### src/include/sat_consts.vh
/*
  Constants for the serial transmitter block: register selects, field positions,
  stop lengths and rate factors.
  Assumes it is included by bare name from design files.
*/
`ifndef SAT_CONSTS_VH
`define SAT_CONSTS_VH
// Register select values on register_select_high/low.
`define SAT_SEL_DATA 2'h0
`define SAT_SEL_STAT 2'h1
`define SAT_SEL_MODE 2'h2
`define SAT_SEL_CMD 2'h3
// Format mode one field positions.
`define SAT_MR1_FMT_LO 0
`define SAT_MR1_FMT_HI 1
`define SAT_MR1_LEN_LO 2
`define SAT_MR1_LEN_HI 3
`define SAT_MR1_PEN 4
`define SAT_MR1_PTYPE 5
`define SAT_MR1_TRANSP 6
`define SAT_MR1_SCOUNT 7
// Clock mode two clock source bits.
`define SAT_MR2_CSRC_LO 4
`define SAT_MR2_CSRC_HI 5
// Control word bits.
`define SAT_CR_TRANSMIT_ENABLE_BIT 0
`define SAT_CR_BRKDLE 3
// Line status bits.
`define SAT_SR_TX_HOLDING_READY 0
`define SAT_SR_RX_HOLDING_READY 1
`define SAT_SR_TXEMT 2
// Format values.
`define SAT_FMT_SYNC 2'h0
`define SAT_FMT_1X 2'h1
`define SAT_FMT_16X 2'h2
`define SAT_FMT_64X 2'h3
// Sample ticks per bit for each rate factor.
`define SAT_RATE_1X 7'h01
`define SAT_RATE_16X 7'h10
`define SAT_RATE_64X 7'h40
// Stop bit field codes in format mode one.
`define SAT_STOP_ONE 2'h1
`define SAT_STOP_ONE_HALF 2'h2
`define SAT_STOP_TWO 2'h3
// Stop counter marker while the last bit is still on the line, and half-bit steps per count.
`define SAT_STOP_WAIT 3'h7
`define SAT_STOP_STEP_HALF 3'h1
`define SAT_STOP_STEP_BIT 3'h2
`define SAT_STOP_HALVES_1 3'h2
`define SAT_STOP_HALVES_15 3'h3
`define SAT_STOP_HALVES_2 3'h4
// Last sync/DLE pointer value.
`define SAT_SYNPTR_LAST 2'h2
`define SAT_RESET_BYTE 8'h00
`endif
### src/hdl/sat_transmitter.v
/*
  Transmit side of a sync/async serial controller with its host register decoder,
  sync/DLE and mode pointers, mode, command and status registers.
  Assumes a host strobing ce_n on the same board; the bit-clock tick input and the
  modem input may be asynchronous and are synchronised here.
*/
//
// Behaviour
// Transmit only while clear-to-send is low and transmit enable is set.
// Ready set while holding empty, cleared on write, set again on transfer.
// Async: start, data LSB first, optional parity, programmed stop bits.
// Async idle: line high, transmitter-empty asserted until next load.
// Async break bit drives the line continuously low; here only while idle, so a character loaded during break is still sent.
// Sync: line high with ready until first load, then continuous characters.
// Sync underrun: assert empty and fill with sync, sync pair, or DLE-sync.
// Sync send-DLE bit sends DLE ahead of the holding character.
// Chip enable low: selects and read/write choose the accessed register.
// Sync/DLE writes load first sync, second sync, DLE in order.
// Mode accesses reach mode one first, mode two next.
// Pointers wrap to the first register past the sequence end.
// Pointers reset on reset or command read; other accesses leave them.
// Reset clears mode, command and status registers; the status ready bit still reads one after reset.
// Format 00 is sync; async factor applies only with external clock.
// Length field gives 5 to 8 data bits, excluding parity and framing.
// Parity enable appends parity; type 0 odd, 1 even.
// Async stop field: 01 one, 10 one and half, 11 two.
// Sync count bit: set single sync, clear double sync.
// Transparent mode fills with DLE then first sync.
// Transparent: DLE loaded sends extra DLE; only one with send-DLE.
// Host changes length or parity only within allowed bit times.
// Serial output held high while transmitter disabled.
// Clear-to-send rising mid-character lets that character finish.
// Chip enable high: bus undriven, selects ignored.
`timescale 1ns/100ps
`default_nettype none
`include "sat_consts.vh"
module sat_transmitter (
  input wire i_mclk,
  input wire i_sys_rst,
  input wire i_ce_n,
  input wire i_rw,
  input wire i_register_select_high,
  input wire i_register_select_low,
  input wire [7:0] i_data,
  output reg [7:0] o_data,
  output reg o_data_oe,
  input wire i_cts_n,
  input wire i_ext_tick,
  input wire i_int_tick,
  output reg o_txd,
  output reg o_tx_holding_ready_n,
  output reg o_tx_empty_or_modem_change_n
);
  ////////////////////////////////////////////////////////////////////////////////
  // Input synchronisers: three stages, a change counts when stages two and three agree.
  reg [2:0] cts_sync_ff;
  reg [2:0] ext_sync_ff;
  reg [2:0] int_sync_ff;
  reg [2:0] ce_sync_ff;
  reg cts_n_ff;
  reg ext_lvl_ff;
  reg int_lvl_ff;
  reg ce_n_ff;
  always @(posedge i_mclk or posedge i_sys_rst) begin
    if (i_sys_rst) begin
      cts_sync_ff <= 3'h7;
      ext_sync_ff <= 3'h0;
      int_sync_ff <= 3'h0;
      ce_sync_ff <= 3'h7;
      cts_n_ff <= 1'b1;
      ext_lvl_ff <= 1'b0;
      int_lvl_ff <= 1'b0;
      ce_n_ff <= 1'b1;
    end else begin
      cts_sync_ff <= {cts_sync_ff[1:0], i_cts_n};
      ext_sync_ff <= {ext_sync_ff[1:0], i_ext_tick};
      int_sync_ff <= {int_sync_ff[1:0], i_int_tick};
      ce_sync_ff <= {ce_sync_ff[1:0], i_ce_n};
      if (cts_sync_ff[1] == cts_sync_ff[2]) cts_n_ff <= cts_sync_ff[2];
      if (ext_sync_ff[1] == ext_sync_ff[2]) ext_lvl_ff <= ext_sync_ff[2];
      if (int_sync_ff[1] == int_sync_ff[2]) int_lvl_ff <= int_sync_ff[2];
      if (ce_sync_ff[1] == ce_sync_ff[2]) ce_n_ff <= ce_sync_ff[2];
    end
  end

  ////////////////////////////////////////////////////////////////////////////////
  // Registers and pointers.
  reg [7:0] mode_one_ff;
  reg [7:0] mode_two_ff;
  reg [7:0] control_ff;
  reg [7:0] sync1_ff;
  reg [7:0] sync2_ff;
  reg [7:0] dle_ff;
  reg [1:0] sync_ptr_ff;
  reg mode_ptr_ff;
  reg [7:0] holding_ff;
  reg holding_full_ff;
  reg tx_empty_ff;
  reg ce_n_dly_ff;
  wire [1:0] sel = {i_register_select_high, i_register_select_low};
  // An access is taken once, on the synchronised falling edge of chip enable.
  wire access = ce_n_dly_ff & ~ce_n_ff;
  wire wr = access & i_rw;
  wire rd = access & ~i_rw;
  wire is_sync = (mode_one_ff[`SAT_MR1_FMT_HI:`SAT_MR1_FMT_LO] == `SAT_FMT_SYNC);
  wire tx_en = control_ff[`SAT_CR_TRANSMIT_ENABLE_BIT];
  wire brk_dle = control_ff[`SAT_CR_BRKDLE];
  wire transp = mode_one_ff[`SAT_MR1_TRANSP];
  wire status_read = rd & (sel == `SAT_SEL_STAT);
  wire load_hold = wr & (sel == `SAT_SEL_DATA);
  wire take; // Holding to shifter transfer.

  // Status byte: receiver side is absent, so its ready bit reads zero.
  wire [7:0] status = {5'h00, tx_empty_ff, 1'b0, ~holding_full_ff};

  always @(posedge i_mclk or posedge i_sys_rst) begin
    if (i_sys_rst) begin
      mode_one_ff <= `SAT_RESET_BYTE;
      mode_two_ff <= `SAT_RESET_BYTE;
      control_ff <= `SAT_RESET_BYTE;
      sync1_ff <= `SAT_RESET_BYTE;
      sync2_ff <= `SAT_RESET_BYTE;
      dle_ff <= `SAT_RESET_BYTE;
      sync_ptr_ff <= 2'h0;
      mode_ptr_ff <= 1'b0;
      holding_ff <= `SAT_RESET_BYTE;
      holding_full_ff <= 1'b0;
      ce_n_dly_ff <= 1'b1;
      o_data <= `SAT_RESET_BYTE;
      o_data_oe <= 1'b0;
    end else begin
      ce_n_dly_ff <= ce_n_ff;
      o_data_oe <= ~ce_n_ff & ~i_rw;
      // A write landing with a transfer keeps the new character: load wins.
      if (load_hold) begin
        holding_ff <= i_data;
        holding_full_ff <= 1'b1;
      end else if (take) begin
        holding_full_ff <= 1'b0;
      end
      if (wr && sel == `SAT_SEL_STAT) begin
        case (sync_ptr_ff)
          2'h0: sync1_ff <= i_data;
          2'h1: sync2_ff <= i_data;
          default: dle_ff <= i_data;
        endcase
        sync_ptr_ff <= (sync_ptr_ff == `SAT_SYNPTR_LAST) ? 2'h0 : sync_ptr_ff + 2'h1;
      end
      if (access && sel == `SAT_SEL_MODE) begin
        if (i_rw && !mode_ptr_ff) mode_one_ff <= i_data;
        if (i_rw && mode_ptr_ff) mode_two_ff <= i_data;
        o_data <= mode_ptr_ff ? mode_two_ff : mode_one_ff;
        mode_ptr_ff <= ~mode_ptr_ff;
      end
      if (access && sel == `SAT_SEL_CMD) begin
        if (i_rw) begin
          control_ff <= i_data;
        end else begin
          o_data <= control_ff;
          sync_ptr_ff <= 2'h0;
          mode_ptr_ff <= 1'b0;
        end
      end
      if (status_read) o_data <= status;
      if (rd && sel == `SAT_SEL_DATA) o_data <= `SAT_RESET_BYTE;
    end
  end

  ////////////////////////////////////////////////////////////////////////////////
  // Bit timing: pick tick source and divide by the async rate factor.
  wire ext_clk = mode_two_ff[`SAT_MR2_CSRC_LO] == 1'b0 && mode_two_ff[`SAT_MR2_CSRC_HI] == 1'b0;
  reg ext_prev_ff;
  reg int_prev_ff;
  wire tick = ext_clk ? (ext_lvl_ff & ~ext_prev_ff) : (int_lvl_ff & ~int_prev_ff);
  reg [6:0] div_ff;
  reg [6:0] nxt_ratio;
  // With the internal clock the async factor is fixed at sixteen.
  always @* begin
    nxt_ratio = `SAT_RATE_16X;
    if (is_sync) nxt_ratio = `SAT_RATE_1X;
    else if (ext_clk) begin
      case (mode_one_ff[`SAT_MR1_FMT_HI:`SAT_MR1_FMT_LO])
        `SAT_FMT_1X: nxt_ratio = `SAT_RATE_1X;
        `SAT_FMT_64X: nxt_ratio = `SAT_RATE_64X;
        default: nxt_ratio = `SAT_RATE_16X;
      endcase
    end
  end
  wire half_tick = tick && (div_ff == {1'b0, nxt_ratio[6:1]} - 7'h1 || nxt_ratio == `SAT_RATE_1X);
  wire bit_tick = tick && (div_ff + 7'h1 >= nxt_ratio);
  always @(posedge i_mclk or posedge i_sys_rst) begin
    if (i_sys_rst) begin
      ext_prev_ff <= 1'b0;
      int_prev_ff <= 1'b0;
      div_ff <= 7'h00;
    end else begin
      ext_prev_ff <= ext_lvl_ff;
      int_prev_ff <= int_lvl_ff;
      // An async start may launch between bit boundaries, so the divider restarts with it.
      if (bit_tick || (take && !is_sync)) div_ff <= 7'h00;
      else if (tick) div_ff <= div_ff + 7'h1;
    end
  end

  ////////////////////////////////////////////////////////////////////////////////
  // Shifter state machine.
  localparam ST_IDLE = 4'h1;
  localparam ST_START = 4'h2;
  localparam ST_DATA = 4'h4;
  localparam ST_STOP = 4'h8;
  reg [3:0] state_ff;
  reg [7:0] shift_ff;
  reg [2:0] bit_cnt_ff;
  reg parity_ff;
  reg data_done_ff;
  reg [2:0] stop_half_ff;
  reg started_ff;
  reg pend_dle_ff;
  reg fill_second_ff;
  wire [2:0] len_m1 = {1'b1, mode_one_ff[`SAT_MR1_LEN_HI:`SAT_MR1_LEN_LO]} - 3'h4 + 3'h4;
  wire par_en = mode_one_ff[`SAT_MR1_PEN];

  // Stop length in half bits from the two upper mode bits.
  function [2:0] sat_stop_halves;
    input [1:0] code;
    begin
      case (code)
        `SAT_STOP_ONE: sat_stop_halves = `SAT_STOP_HALVES_1;
        `SAT_STOP_ONE_HALF: sat_stop_halves = `SAT_STOP_HALVES_15;
        `SAT_STOP_TWO: sat_stop_halves = `SAT_STOP_HALVES_2;
        // The invalid code is sent as one stop bit rather than leaving the line stuck.
        default: sat_stop_halves = `SAT_STOP_HALVES_1;
      endcase
    end
  endfunction

  // Initial parity value: odd parity starts at one.
  function sat_par_seed;
    input ptype;
    begin
      sat_par_seed = ~ptype;
    end
  endfunction

  // Clear-to-send high only blocks new characters, never the one in flight.
  wire can_send = tx_en & ~cts_n_ff;
  wire dle_needed = is_sync && (brk_dle || (transp && holding_ff == dle_ff));
  wire [2:0] stop_halves = sat_stop_halves(mode_one_ff[`SAT_MR1_SCOUNT:`SAT_MR1_TRANSP]);
  // At a 1X factor every tick is a whole bit, so each counts two halves.
  wire [2:0] stop_step = (nxt_ratio == `SAT_RATE_1X) ? `SAT_STOP_STEP_BIT : `SAT_STOP_STEP_HALF;
  // The stop run ends at the very tick that completes it, so a waiting character starts
  // with no extra mark time; async idle launches at the next tick, not at a bit boundary, for the same reason.
  wire stop_done = (state_ff == ST_STOP) && (stop_half_ff != `SAT_STOP_WAIT) && (half_tick || bit_tick)
    && (stop_half_ff + stop_step >= stop_halves);
  wire at_boundary = ((state_ff == ST_IDLE) && (is_sync ? bit_tick : tick)) || stop_done;
  // Fill order: single sync, sync pair, or DLE then first sync in transparent mode.
  wire [7:0] fill_char = (mode_one_ff[`SAT_MR1_SCOUNT] && !transp) ? sync1_ff :
    (!fill_second_ff ? (transp ? dle_ff : sync1_ff) : (transp ? sync1_ff : sync2_ff));
  // What goes out at the next boundary: a DLE prefix, the held character, or fill.
  wire [7:0] next_char = !holding_full_ff ? fill_char : ((dle_needed && !pend_dle_ff) ? dle_ff : holding_ff);
  wire seed = sat_par_seed(mode_one_ff[`SAT_MR1_PTYPE]);
  assign take = at_boundary && can_send && holding_full_ff && !(dle_needed && !pend_dle_ff);

  always @(posedge i_mclk or posedge i_sys_rst) begin
    if (i_sys_rst) begin
      state_ff <= ST_IDLE;
      shift_ff <= `SAT_RESET_BYTE;
      bit_cnt_ff <= 3'h0;
      parity_ff <= 1'b0;
      data_done_ff <= 1'b0;
      stop_half_ff <= 3'h0;
      started_ff <= 1'b0;
      pend_dle_ff <= 1'b0;
      fill_second_ff <= 1'b0;
      tx_empty_ff <= 1'b0;
      o_txd <= 1'b1;
      o_tx_holding_ready_n <= 1'b1;
      o_tx_empty_or_modem_change_n <= 1'b1;
    end else begin
      o_tx_holding_ready_n <= ~(tx_en & ~holding_full_ff & ~load_hold);
      o_tx_empty_or_modem_change_n <= ~tx_empty_ff;
      if (!tx_en) started_ff <= 1'b0;
      case (state_ff)
        ST_IDLE: begin
          // Break and the disabled mark act at once; the plain mark waits for a boundary so that
          // a sync stream that just ended a character is not broken by a stray high cycle.
          if (!tx_en) begin
            o_txd <= 1'b1;
          end else if (!is_sync && brk_dle) begin
            o_txd <= 1'b0;
          end else if (at_boundary) begin
            o_txd <= 1'b1;
          end
        end
        ST_START: begin
          // The start bit went out at launch; the first data bit follows at the next bit tick.
          if (bit_tick) begin
            o_txd <= shift_ff[0];
            parity_ff <= parity_ff ^ shift_ff[0];
            shift_ff <= {1'b0, shift_ff[7:1]};
            bit_cnt_ff <= 3'h1;
            state_ff <= ST_DATA;
          end
        end
        ST_DATA: begin
          // Each bit tick ends one bit and puts the next on the line.
          if (bit_tick) begin
            if (!data_done_ff) begin
              o_txd <= shift_ff[0];
              parity_ff <= parity_ff ^ shift_ff[0];
              shift_ff <= {1'b0, shift_ff[7:1]};
              bit_cnt_ff <= bit_cnt_ff + 3'h1;
              data_done_ff <= (bit_cnt_ff == len_m1);
            end else begin
              o_txd <= parity_ff;
            end
            // The last bit is now on the line: sync goes straight on, async counts stop time.
            if (data_done_ff || (bit_cnt_ff == len_m1 && !par_en)) begin
              stop_half_ff <= `SAT_STOP_WAIT;
              state_ff <= is_sync ? ST_IDLE : ST_STOP;
            end
          end
        end
        ST_STOP: begin
          // The stop mark begins when the last bit ends; from then on halves are counted.
          if (stop_half_ff == `SAT_STOP_WAIT) begin
            if (bit_tick) begin
              o_txd <= 1'b1;
              stop_half_ff <= 3'h0;
            end
          end else if (half_tick || bit_tick) begin
            stop_half_ff <= stop_half_ff + stop_step;
          end
        end
        default: begin
          state_ff <= ST_IDLE;
        end
      endcase
      // Launch at a boundary: a DLE prefix, the held character or a fill. Written after the
      // state code on purpose, so that a launch overrides whatever that code chose.
      if (at_boundary) begin
        data_done_ff <= 1'b0;
        bit_cnt_ff <= 3'h1;
        parity_ff <= seed ^ next_char[0];
        shift_ff <= {1'b0, next_char[7:1]};
        if (can_send && holding_full_ff) begin
          if (dle_needed && !pend_dle_ff) begin
            pend_dle_ff <= 1'b1;
          end else begin
            pend_dle_ff <= 1'b0;
            started_ff <= 1'b1;
            fill_second_ff <= 1'b0;
          end
          if (is_sync) begin
            o_txd <= next_char[0];
            state_ff <= ST_DATA;
          end else begin
            o_txd <= 1'b0;
            shift_ff <= next_char;
            parity_ff <= seed;
            state_ff <= ST_START;
          end
        end else if (can_send && is_sync && started_ff) begin
          tx_empty_ff <= 1'b1;
          fill_second_ff <= ~fill_second_ff & ~(mode_one_ff[`SAT_MR1_SCOUNT] & ~transp);
          o_txd <= next_char[0];
          state_ff <= ST_DATA;
        end else begin
          state_ff <= ST_IDLE;
          if (!is_sync && started_ff && !holding_full_ff) tx_empty_ff <= 1'b1;
        end
      end
      // Disabling the transmitter marks the line at once and drops a half-sent character.
      if (!tx_en) begin
        state_ff <= ST_IDLE;
        o_txd <= 1'b1;
        pend_dle_ff <= 1'b0;
        fill_second_ff <= 1'b0;
      end
      // A load in the same cycle as an empty event wins, since the flag means nothing is waiting.
      if (load_hold) tx_empty_ff <= 1'b0;
    end
  end
endmodule
`default_nettype wire

### config.mk
export PLATFORM = sky130hd
export DESIGN_NAME = sat_transmitter
export DESIGN_NICKNAME = d
export VERILOG_FILES = /design/src/hdl/sat_transmitter.v
export VERILOG_INCLUDE_DIRS = /design/src /design/src/include
export SDC_FILE = /design/constraint.sdc
export NUM_CORES = 1
export LEC_CHECK = 0
export BUFFER_PORTS_ARGS = -buffer_cell sky130_fd_sc_hd__buf_2
export CORE_ASPECT_RATIO = 0.6
export CORE_MARGIN = 2
export CORE_UTILIZATION = 39
export DETAILED_ROUTE_END_ITERATION = 12
export PLACE_DENSITY_LB_ADDON = 0.12
export SYNTH_ARGS = -nofsm -noshare
export SYNTH_HDL_FRONTEND = slang
export SYNTH_SLANG_ARGS = --single-unit
### constraint.sdc
create_clock -name i_mclk -period 5.26 [get_ports i_mclk]
set_clock_uncertainty 0.1 [all_clocks]
set_input_delay 0.789 -clock i_mclk [delete_from_list [all_inputs] [get_ports i_mclk]]
set_output_delay 0.789 -clock i_mclk [all_outputs]
set_load 0.02 [all_outputs]
# After elaboration in Yosys (flattened, before gate mapping)
# Index checks and enable logic that the tools add are counted.
# classes
n_addsub	7
n_mul	0
div	0
order_cmp	2
n_eq_ne	39
shift	0
n_mux	100
n_bitwise	32
reduce_logical	67
# op_table
cell	n
8-bit 2-to-1 mux	18
1-bit 2-to-1 mux	47
3-bit 2-to-1 mux	11
1-bit logical AND	28
4-bit 2-to-1 mux	7
7-bit 2-to-1 mux	4
3-bit != test, second input constant	6
3-bit one-hot mux with 2 select lines	3
1-bit inverter	17
8-bit one-hot mux with 2 select lines	1
2-bit AND reduction	8
7-bit one-hot mux with 2 select lines	1
1-bit bitwise AND	13
2-bit == test, second input constant	6
4-bit != test, second input constant	3
4-bit one-hot mux with 3 select lines	1
2-bit nonzero test	6
2-bit 2-to-1 mux	5
8-bit == test	1
4-bit AND reduction	2
7-bit by 1-bit adder with 7-bit output, second input constant	1
7-bit by 1-bit == test with 1-bit output, second input constant	1
7-bit == test	1
7-bit greater-or-equal comparator	1
29 further kinds	55
# word_totals
regBits	122
latch_bits	0
ramBits	0
mem_bits_ro	0
inputBits	17
output_inout_bits	12
wordCells	284
mem_count	0

# Logic depth before layout (Yosys ltp)
# Gate-level depths: netlist (run 1).
# depth
depth_word	19
mapped_depth	17

# Worst setup path before layout (run 1)
# No wires, ideal clock.
# synth_path
kind	reg-to-reg
from	register mode_one_ff[0]
to	register shift_ff[6]
arrival_time_ps	3172
path_slack_ps	1906
stages_incl_launch_ff	18
n_path_buf	3
cell_sequence	dfrtp_1 clkbuf_1 o21ai_0 and2_1 inv_1 ha_1 fa_1 xor2_1 ha_1 a21o_1 a31oi_1 o22ai_1 o311ai_0 a21boi_2 buf_6 buf_6 a21oi_1 a22oi_2
# synth_via
elab_chain_cells	14
word_cells_on_any_way	34
classes_between	2 x add/sub; 2 x order compare; 7 x eq/ne; 10 x mux; 13 x reduce/logical
# synth_rtl
element	line	rtl
start: declaration	sat_transmitter.v:88	reg [7:0] mode_one_ff;
start signal: assignment	sat_transmitter.v:118	mode_one_ff <= `SAT_RESET_BYTE;
start signal: assignment	sat_transmitter.v:150	if (i_rw && !mode_ptr_ff) mode_one_ff <= i_data;
parallel branches: the longest is 14 deep, another holds 3-bit by 2-bit adder with 3-bit output	--	
end signal: assignment	sat_transmitter.v:267	shift_ff <= `SAT_RESET_BYTE;
end signal: assignment	sat_transmitter.v:300	shift_ff <= {1'b0, shift_ff[7:1]};
end signal: assignment	sat_transmitter.v:311	shift_ff <= {1'b0, shift_ff[7:1]};
end: declaration	sat_transmitter.v:212	reg [7:0] shift_ff;
# Several ways; the timed one is not identified.
# A chain may end at the register's enable or synchronous reset.

# Worst setup path after layout (run 1)
# layout_path
from	register mode_two_ff[4]
to	register started_ff
# layout_via
elab_chain_cells	13
word_cells_on_any_way	22
classes_between	2 x add/sub; 2 x order compare; 2 x eq/ne; 6 x mux; 1 x bitwise; 9 x reduce/logical
# layout_rtl
element	line	rtl
start: declaration	sat_transmitter.v:89	reg [7:0] mode_two_ff;
start signal: assignment	sat_transmitter.v:119	mode_two_ff <= `SAT_RESET_BYTE;
start signal: assignment	sat_transmitter.v:151	if (i_rw && mode_ptr_ff) mode_two_ff <= i_data;
1-bit inverter (*)	sat_transmitter.v:171	wire ext_clk = mode_two_ff[`SAT_MR2_CSRC_LO] == 1'b0 && mode_two_ff[`SAT_MR2_CSRC_HI] == 1'b0;
1-bit logical AND (*)	sat_transmitter.v:171	
parallel branches: the longest is 9 deep, another holds 3-bit by 2-bit adder with 3-bit output	--	
1-bit logical OR (*)	sat_transmitter.v:255	wire at_boundary = ((state_ff == ST_IDLE) && (is_sync ? bit_tick : tick)) || stop_done;
1-bit 2-to-1 mux (*)	sat_transmitter.v:341	if (at_boundary) begin
end signal: assignment	sat_transmitter.v:272	started_ff <= 1'b0;
end signal: assignment	sat_transmitter.v:282	if (!tx_en) started_ff <= 1'b0;
end signal: assignment	sat_transmitter.v:351	started_ff <= 1'b1;
end: declaration	sat_transmitter.v:217	reg started_ff;
# Every way passes the cells marked *.

==> impl_metrics.tcl, run 1 <==
set metrics [dict create \
    drive_above_1_share 0.2483 \
    ioPinCount 29 \
    yosys.area.top_type "dfrtp_1" \
    rsz0062_at_grt "false" \
    critical_path_arrival_ns 4.10 \
    setup_viol 0 \
    finalCritPeriodShare 0.7419 \
    cts.sinks 122 \
    p_sw_mw 1.461 \
    die_area_mm2 0.01671 \
    ir_drop_uv 180.3 \
    die_w_um 165.6 \
    p_seq_frac 0.390 \
    insertion_delay_ns 0.42 \
    worstPathCellList "o21ai_0, and2_1, inv_1, ha_1, fa_1, xor2_1, ha_1, a21o_1, a31oi_1, o22ai_1, o311ai_0, a21boi_2, buf_4, nor2_1, a22o_1" \
    multiInputGateArea_mm2 0.002874 \
    coreArea_mm2 0.01533 \
    die_y_um 100.9 \
    syn_inst 556 \
    tns_ns 0 \
    cts_resized 0 \
    grtUsageTotal 0.1959 \
    yosys-top-cells-area "dfrtp_1 (45%), mux2_2 (10%), dfstp_2 (5.6%)" \
    synth_seq_area_share 0.5026 \
    cts_buffers 17 \
    max_slew_margin 0.1566 \
    syn-num-nets 584 \
    max_cap_violations 0 \
    cts_tree "done" \
    cts_hold_buf 0 \
    path_max_fanout 27 \
    dp.cells 771 \
    seq_area_mm2 0.003069 \
    syn-mean-instance-area_um2 10.98 \
    crit_required_ns 5.46 \
    grt_pass1_vias 4361 \
    fmax_mhz 256.3 \
    critical_path_class "reg2reg" \
    grt_pass1_wl_um 24360 \
    max_stage_delay_ns 0.42 \
    leakagePower_nw 3.001 \
    drtIter0Drc 353 \
    cp_common_cell "ha_1" \
    ys_async_sr_fraction 1.000 \
    p_comb_frac 0.328 \
    drt-pass1-iter-count 5 \
    placed_cell_area_mm2 0.006445 \
    yosysTopAreaCellShare 0.4466 \
    antenna_found_initial 0 \
    place.gp.congestion 0.8160 \
    antenna_left 0 \
    start_util 0.3984 \
    drv_slew 0 \
    wl_per_cell_um 18.92 \
    diodes 0 \
    area_growth_pct 14.42 \
    finalWorstSetupSlack_ns 1.358 \
    cts-htree-levels 4 \
    grt_max_degree 57 \
    place_ws_ns 1.381 \
    syn_area_mm2 0.006107 \
    wl_um 15190 \
    p_int_mw 2.356 \
    path_buf_inv 2 \
    finalPower_mw 3.817 \
    p_per_area_mw_per_mm2 546.2 \
    endpoint_kind "flip-flop" \
    stdcell_count 803 \
    cts_setup_buffers 0 \
    dp_hpwl_um 11020 \
    tightest_slew_ns 1.262 \
    start_kind "flip-flop" \
    nNetsFinal 615 \
    synth-edff-count 0 \
    vias_per_cell 5.564 \
    drc 0 \
    hold_violations 0 \
    swShare 0.3828 \
    clkPwrFrac 0.282 \
    critPathTopFamily "compound AO/OA/AOI/OAI gates" \
    cp_slowest_cell "dfrtp_1" \
    finalCriticalPeriod_ns 3.902 \
    cts-root-buf "clkbuf_16" \
    ys_ff_latch 122 \
    portBuffers 28 \
    placementRows 35 \
    via_count 4468 \
    clk_path_buf_depth 2 \
    yosysWarnings 0 \
    fin_area_mm2 0.006988 \
    yosysUniqueCellTypes 69 \
    nFillCells 1449 \
    hold_path.class "reg2reg" \
    clk_pin_slew_ns 0.06 \
    status "finished clean" \
    overflow 0 \
    synth_flop_cell "dfrtp_1" \
]
## layout make-up
| type | instances | area share |
|---|---|---|
| clock inverter | 14 | 0.01629 |
| sequential | 122 | 0.4392 |
| multi-input combinational | 396 | 0.4113 |
| inverter | 16 | 0.008953 |
| tap | 203 | 0.03635 |
| timing repair buffer | 34 | 0.02650 |
| clock buffer | 18 | 0.06141 |
## power by group through the flow
stage	registers [mW]	logic [mW]	clock network, mW
finish	1.49	1.25	1.08
global route	1.53	1.39	1.15
CTS	1.49	1.26	1.10
detailed placement	1.50	1.25	0
global placement	1.49	1.21	0
floorplan	1.40	1.01	0
## through the flow
step	util	hold WS [ns]
2_1_floorplan	-	0.2312
3_3_place_gp	0.4205	0.2451
6_report	0.4559	0.2551
5_1_grt	0.4559	0.2607
3_5_place_dp	0.4205	0.2357
4_1_cts	0.4559	0.2562
## registers in the layout, indices dropped and copies added, names as in the netlist, 2 cells and up
| signal | cells |
|---|---|
| control_ff | 8 |
| dle_ff | 8 |
| holding_ff | 8 |
| mode_one_ff | 8 |
| mode_two_ff | 8 |
| o_data | 8 |
| shift_ff | 8 |
| sync1_ff | 8 |
| sync2_ff | 8 |
| div_ff | 7 |
| state_ff | 4 |
| bit_cnt_ff | 3 |
| ce_sync_ff | 3 |
| cts_sync_ff | 3 |
| ext_sync_ff | 3 |
| int_sync_ff | 3 |
| stop_half_ff | 3 |
| sync_ptr_ff | 2 |
## metal layers
layer | up-vias | routed length (um) | track usage
li1 | 2097 | - | -
met1 | 2279 | 8217 | 0.3097
met2 | 84 | 6230 | 0.2608
met3 | 8 | 666 | 0.04813
met4 | 0 | 76 | 0.05438
met5 | - | 0 | 0
## logic make-up after synthesis
| kind of cell | Yosys count | share of synthesized area |
|---|---|---|
| AO/OA/AOI/OAI | 127 | 0.1471 |
| XOR/XNOR | 22 | 0.03155 |
| adder cells (fa/ha/maj) | 15 | 0.03032 |
| buffers and inverters | 38 | 0.02766 |
| flip-flops | 122 | 0.5026 |
| multiplexers | 75 | 0.1344 |
| AND/OR/NAND/NOR | 157 | 0.1264 |
## cells in the final DEF, fill, tap and decap left out, types with 12 or more instances in the layout
cell	count
a211oi_1	29
a21oi_1	21
a31oi_1	13
buf_2	28
clkbuf_16	17
dfrtp_1	109
dfstp_2	13
inv_1	15
mux2_2	56
mux2i_1	19
nand2_1	55
nand3_1	12
nor2_1	43
o21ai_0	18
xnor2_1	18
## Yosys cell counts (4+ instances only)
| cell | count |
|---|---|
| nand3_1 | 12 |
| nand2_1 | 55 |
| clkbuf_1 | 13 |
| nand4_1 | 5 |
| ha_1 | 10 |
| mux2i_1 | 19 |
| maj3_1 | 4 |
| a31oi_1 | 13 |
| nor3b_1 | 4 |
| o21ai_0 | 18 |
| dfrtp_1 | 109 |
| nor3_1 | 7 |
| o211ai_1 | 4 |
| nand2b_1 | 4 |
| nand3b_1 | 4 |
| dfstp_2 | 13 |
| a21oi_1 | 21 |
| o221ai_1 | 4 |
| a22o_1 | 7 |
| a211oi_1 | 29 |
| xnor2_1 | 18 |
| xor2_1 | 4 |
| mux2_2 | 56 |
| nor2b_1 | 5 |
| inv_1 | 16 |
| nor2_1 | 43 |
## worst paths after layout
kind                           startpoint        endpoint  slack (ns)  depth (start not counted)
max                        mode_two_ff[4]      started_ff        1.36                         15
min                         ce_sync_ff[0]   ce_sync_ff[1]        0.26                          0
max reg2reg                mode_two_ff[4]      started_ff        1.36                         15
min reg2reg                 ce_sync_ff[0]   ce_sync_ff[1]        0.26                          0
max in group asynchronous       i_sys_rst           o_txd        3.68                          3
min in group asynchronous       i_sys_rst  int_sync_ff[1]        0.39                          2
Note: power is estimated with default switching activity, not from simulation.
==> inputs of run 2 (changes only) <==
ABC_AREA = 1   (was not set)
clock period = 3.5 ns   (was 5.26 ns; I/O delays follow)
==> run 2 against run 1 <==
- clock power is 54% higher
- final cell count is 29% higher
- critical path depth is 4 higher
- global-route usage is 1.6 points higher
- largest power group unchanged
==> impl_metrics.tcl, run 2 <==
set metrics [dict create \
    clk_pin_slew_ns 0.06 \
    yosys-top-cells-area "dfrtp_1 (44%), nand2_1 (13%), o21ai_0 (6.5%)" \
    grtUsageTotal 0.2122 \
    path_max_fanout 8 \
    endpoint_kind "flip-flop" \
    finalWorstSetupSlack_ns 0.2649 \
    critical_path_class "reg2reg" \
    drc 0 \
    dr_wl_met2_um 7191 \
    antenna_found_initial 0 \
    syn_inst 778 \
    nNetsFinal 848 \
    cts-root-buf "clkbuf_16" \
    dp_hpwl_um 12090 \
    start_kind "flip-flop" \
    vias_per_cell 5.266 \
    yosys.area.top_type "dfrtp_1" \
    grt_pass1_wl_um 27890 \
    syn_area_mm2 0.006264 \
    leakagePower_nw 3.509 \
    ys_ff_latch 122 \
    synth-edff-count 0 \
    ys_async_sr_fraction 1.000 \
    yosysUniqueCellTypes 48 \
    cp_common_cell "inv_1" \
    cp_slowest_cell "fa_1" \
    clkPwrFrac 0.294 \
    top_layer_used "met4" \
    wl_um 17280 \
    syn-num-nets 806 \
    p_per_area_mw_per_mm2 775.8 \
    met1Wirelength_um 8856 \
    overflow 0 \
    synth_flop_cell "dfrtp_1" \
    die_y_um 102.2 \
    coreArea_mm2 0.01555 \
    area_growth_pct 16.30 \
    wl_per_cell_um 16.68 \
    rsz0062_at_grt "false" \
    insertion_delay_ns 0.41 \
    ys_top_cells_by_count "nand2_1 (215), dfrtp_1 (109), inv_1 (87), o21ai_0 (81), nand3_1 (78)" \
    worstPathCellList "inv_1, nand2_1, a21oi_2, inv_1, ha_1, fa_1, xnor2_2, inv_1, ha_1, inv_1, nor2_1, o21ai_0, inv_1, nand3_4, nand2_8, nor2_8, clkbuf_4, nand2_1, o21ai_1" \
    wl_met3_um 1076 \
    yosysTopAreaCellShare 0.4355 \
    swShare 0.3888 \
    clk_path_buf_depth 2 \
    drv_slew 0 \
    post-synth-top-count-cell "nand2_1" \
    max_slew_margin 0.4939 \
    p_seq_frac 0.369 \
    cts_buffers 17 \
    p_comb_frac 0.336 \
    hold_violations 0 \
    tightest_slew_ns 0.7511 \
    synth_seq_area_share 0.4900 \
    drive_above_1_share 0.1405 \
    finalCriticalPeriod_ns 3.235 \
    ir_drop_uv 329.9 \
    setup_viol 0 \
    diodes 0 \
    die_area_mm2 0.01712 \
    tns_ns 0 \
    drt-pass1-iter-count 6 \
    mostFrequentLayoutCell "nand2_1" \
    yosysWarnings 0 \
    placementRows 35 \
    drtIter0Drc 446 \
    die_w_um 167.6 \
    syn-mean-instance-area_um2 8.051 \
    grt_max_degree 123 \
    critical_path_arrival_ns 3.47 \
    p_int_mw 3.454 \
    p_sw_mw 2.197 \
    fmax_mhz 309.1 \
    cts.sinks 122 \
    finalCritPeriodShare 0.9243 \
    max_stage_delay_ns 0.40 \
    cts_tree "done" \
    status "finished clean" \
    grt_pass1_vias 5222 \
    portBuffers 28 \
    max_cap_violations 0 \
    final_cell_mix "nand2_1 (215), dfrtp_1 (109), inv_1 (86)" \
    cts-htree-levels 4 \
    crit_required_ns 3.73 \
    place.gp.congestion 0.8992 \
    via_count 5456 \
    ioPinCount 29 \
    antenna_left 0 \
    start_util 0.4029 \
    hold_path.class "in2reg" \
    place_ws_ns 0.1214 \
]
run 2: cell types whose count changed after synthesis, sizes merged, moves of 14 or more:
| cell | delta |
|---|---|
| mux2i | -19 |
| a211oi | -28 |
| xnor2 | -14 |
| inv | +75 |
| mux2 | -56 |
| nand3 | +69 |
| nand2 | +169 |
| o21ai | +66 |
run 2: layout make-up:
| class | instances | area [um2] |
|---|---|---|
| Clock buffer | 24 | 481.7 |
| Clock inverter | 8 | 72.57 |
| Fill cell | 1525 | 8262 |
| Inverter | 92 | 351.6 |
| Multi-Input combinational cell | 546 | 2793 |
| Sequential cell | 122 | 3069 |
| Tap cell | 203 | 254.0 |
| Timing Repair Buffer | 41 | 262.8 |
run 2: layer usage:
| metal | vias to the layer above | global-route usage |
|---|---|---|
| met4 | 0 | 0.05552 |
| met5 | - | 0 |
| met3 | 15 | 0.04454 |
| li1 | 2656 | - |
| met2 | 150 | 0.3163 |
| met1 | 2635 | 0.3153 |
run 2: critical path: cells and delay by family (launching register included):
kind	cells	cell delay, ns
buf+inv	6	0.58
xor+xnor	1	0.20
flops	1	0.39
simple gates	6	0.62
fa+ha+maj	3	0.88
compound gates	3	0.38
run 2: cell families (layout without fill, tap and decap cells):
family                   after synthesis  after routing  share of synthesized area
AO/OA/AOI/OAI                        141            141                     0.1302
XOR/XNOR                               6              6                   0.008390
adder cells (fa/ha/maj)               15             15                    0.02956
buffers and inverters                111            165                    0.07151
flip-flops                           122            122                     0.4900
AND/OR/NAND/NOR                      383            384                     0.2703
run 2: what timing repair did:
action / in CTS / in global routing
setup endpoints to repair: 0 / 27
setup buffers: 0 / 5
hold endpoints to repair: 0 / 0
hold buffers: 0 / 0
gates resized for setup: 0 / 5
run 2: worst paths after layout:
check	end	startpoint	slack (ns)	cells past startpoint
setup reg to reg	shift_ff[7]	mode_two_ff[4]	0.26	19
hold / removal	cts_sync_ff[0]	i_cts_n	0.11	1
max in group asynchronous	div_ff[3]	i_sys_rst	2.61	3
min in group asynchronous	sync2_ff[5]	i_sys_rst	0.20	3
setup / recovery	shift_ff[7]	mode_two_ff[4]	0.26	19
hold reg to reg	ext_sync_ff[1]	ext_sync_ff[0]	0.25	0
run 2: power groups by stage:
stage	combinational, mW	clock (mW)	sequential [mW]
global placement	1.77	0	2.09
finish	1.90	1.66	2.09
detailed placement	1.80	0	2.09
global route	2.14	1.76	2.13
CTS	1.80	1.69	2.08
floorplan	1.33	0	2.03
run 2: through the flow:
stage	utilization	hold slack, ns	cells	cell area (um2)	total power, mW
final	0.4686	0.1097	1036	7284	5.651
after global routing	0.4686	0.09440	1036	7284	6.026
after CTS	0.4624	0.09349	1030	7188	5.571
after detailed placement	0.4267	0.2355	998	6634	3.891
after global placement	0.4267	0.2456	998	6634	3.854
after floorplan	-	0.2312	778	6267	3.357
==> inputs of run 3 (changes only) <==
clock period = 4.2 ns   (was 3.5 ns; I/O delays follow)
==> run 3 against run 2 <==
- clock-buffer cell count decreased by 5
- routed wire length decreased by 5.1%
- combinational power decreased by 23%
- largest cell class unchanged
==> impl_metrics.tcl, run 3 (same netlist as run 2, synthesis figures left out) <==
set metrics [dict create \
    cts_hold_buf 0 \
    path_buf_inv 6 \
    tns_ns 0 \
    antenna_found_initial 1 \
    start_kind "flip-flop" \
    portBuffers 28 \
    dp.cells 994 \
    grt_max_degree 74 \
    hp-start "i_cts_n" \
    max_slew_margin 0.5156 \
    coreArea_mm2 0.01555 \
    ioPinCount 29 \
    drv_slew 0 \
    antenna_left 0 \
    worstPathCellList "inv_1, nand2_1, a21oi_1, inv_1, ha_1, fa_1, xnor2_1, inv_1, ha_1, inv_1, nor2_1, o21ai_0, inv_1, nand3_2, nand2_4, nor2_8, inv_1, nand3_1, o21ai_1" \
    crit_start "mode_two_ff[5]" \
    cts_buffers 17 \
    cts_tree "done" \
    r2r_start "mode_two_ff[5]" \
    critPathTopFamily "adder cells" \
    die_y_um 102.2 \
    cts_resized 0 \
    drive_above_1_share 0.1324 \
    stdcell_count 1027 \
    vias_per_cell 5.195 \
    die_area_mm2 0.01712 \
    cts_setup_buffers 0 \
    die_w_um 167.6 \
    insertion_delay_ns 0.42 \
    grt_pass1_wl_um 27390 \
    finalCritPeriodShare 0.7899 \
    rsz0062_at_grt "false" \
    finalWorstSetupSlack_ns 0.8825 \
    start_util 0.4029 \
    critical_path_class "reg2reg" \
    critical_path_arrival_ns 3.52 \
    clk_path_buf_depth 2 \
    cts-htree-levels 4 \
    mostFrequentLayoutCell "nand2_1" \
    clk_pin_slew_ns 0.06 \
    finalCriticalPeriod_ns 3.318 \
    fmax_mhz 301.4 \
    tightest_slew_ns 0.7244 \
    cts.sinks 122 \
    cp_slowest_cell "dfrtp_1" \
    drt-pass1-iter-count 5 \
    finalPower_mw 4.788 \
    drc 0 \
    status "finished clean" \
    setup_viol 0 \
    place_ws_ns 0.8690 \
    nNetsFinal 838 \
    wl_um 16390 \
    area_growth_pct 15.70 \
    drtIter0Drc 437 \
    placementRows 35 \
    dp_hpwl_um 11880 \
    ir_drop_uv 259.0 \
    cp_common_cell "inv_1" \
    grtUsageTotal 0.2081 \
    cts-root-buf "clkbuf_16" \
    via_count 5335 \
    wl_per_cell_um 15.96 \
    crit_required_ns 4.40 \
    leakagePower_nw 3.497 \
    path_max_fanout 25 \
    endpoint_kind "flip-flop" \
    overflow 0 \
    max_cap_violations 0 \
    place.gp.congestion 0.9031 \
    max_stage_delay_ns 0.39 \
    grt_pass1_vias 5186 \
    hold_path.class "in2reg" \
    final_cell_mix "nand2_1 (215), dfrtp_1 (109), inv_1 (86)" \
    p_per_area_mw_per_mm2 660.7 \
    hold_violations 0 \
]
==> run 3: cell types whose count changed in the layout (fill, tap and decap cells not counted), moves of 2 or more <==
cell / previous run / this run
clkinv_2: 4 / 2
buf_4: 10 / 3
inv_6: 0 / 3
clkinvlp_4: 4 / 2
clkbuf_1: 4 / 0
clkinv_4: 0 / 2
bufinv_16: 1 / 4
==> run 3: cell type report <==
class,instances,area [um2]
antenna,1,2.502
sequential,122,3069
clock inverter,13,188.9
fill,1529,8299
multi-input combinational,545,2746
inverter,92,350.3
clock buffer,19,452.9
timing repair buffer,32,182.7
tap,203,254.0
==> run 3: path summary, 6_finish.rpt <==
kind / endpoint / slack, ns / cells after the start
worst max-delay path: bit_cnt_ff[2] / 0.88 / 19
worst min-delay path: cts_sync_ff[0] / 0.20 / 1
worst max register to register: bit_cnt_ff[2] / 0.88 / 19
worst min register to register: cts_sync_ff[1] / 0.26 / 0
max in group asynchronous: ce_n_ff / 2.95 / 3
min in group asynchronous: sync2_ff[3] / 0.21 / 2
==> run 3: routing by layer <==
metal  part of all wire  track usage  vias up
li1                   -            -     2626
met1               0.52       0.3131     2566
met2               0.41       0.2994      123
met3              0.062      0.04957       20
met4              0.012      0.05619        0
met5                  0            0        -
==> run 3: where the power goes <==
part	internal (mW)	leakage (nW)	total [mW]	switching, mW
Sequential	1.47	1.54	1.74	0.270
Combinational	0.488	1.65	1.46	0.969
Clock	1.03	0.310	1.59	0.565
Total	2.98	3.50	4.79	1.80
==> run 3: per-stage QoR <==
step | hold slack (ns) | cell area [um2] | util
global placement | 0.2460 | 6603 | 0.4247
global route | 0.1898 | 7244 | 0.4660
finish | 0.2006 | 7247 | 0.4662
CTS | 0.1892 | 7244 | 0.4660
floorplan | 0.2312 | 6264 | -
detailed placement | 0.2365 | 6603 | 0.4247
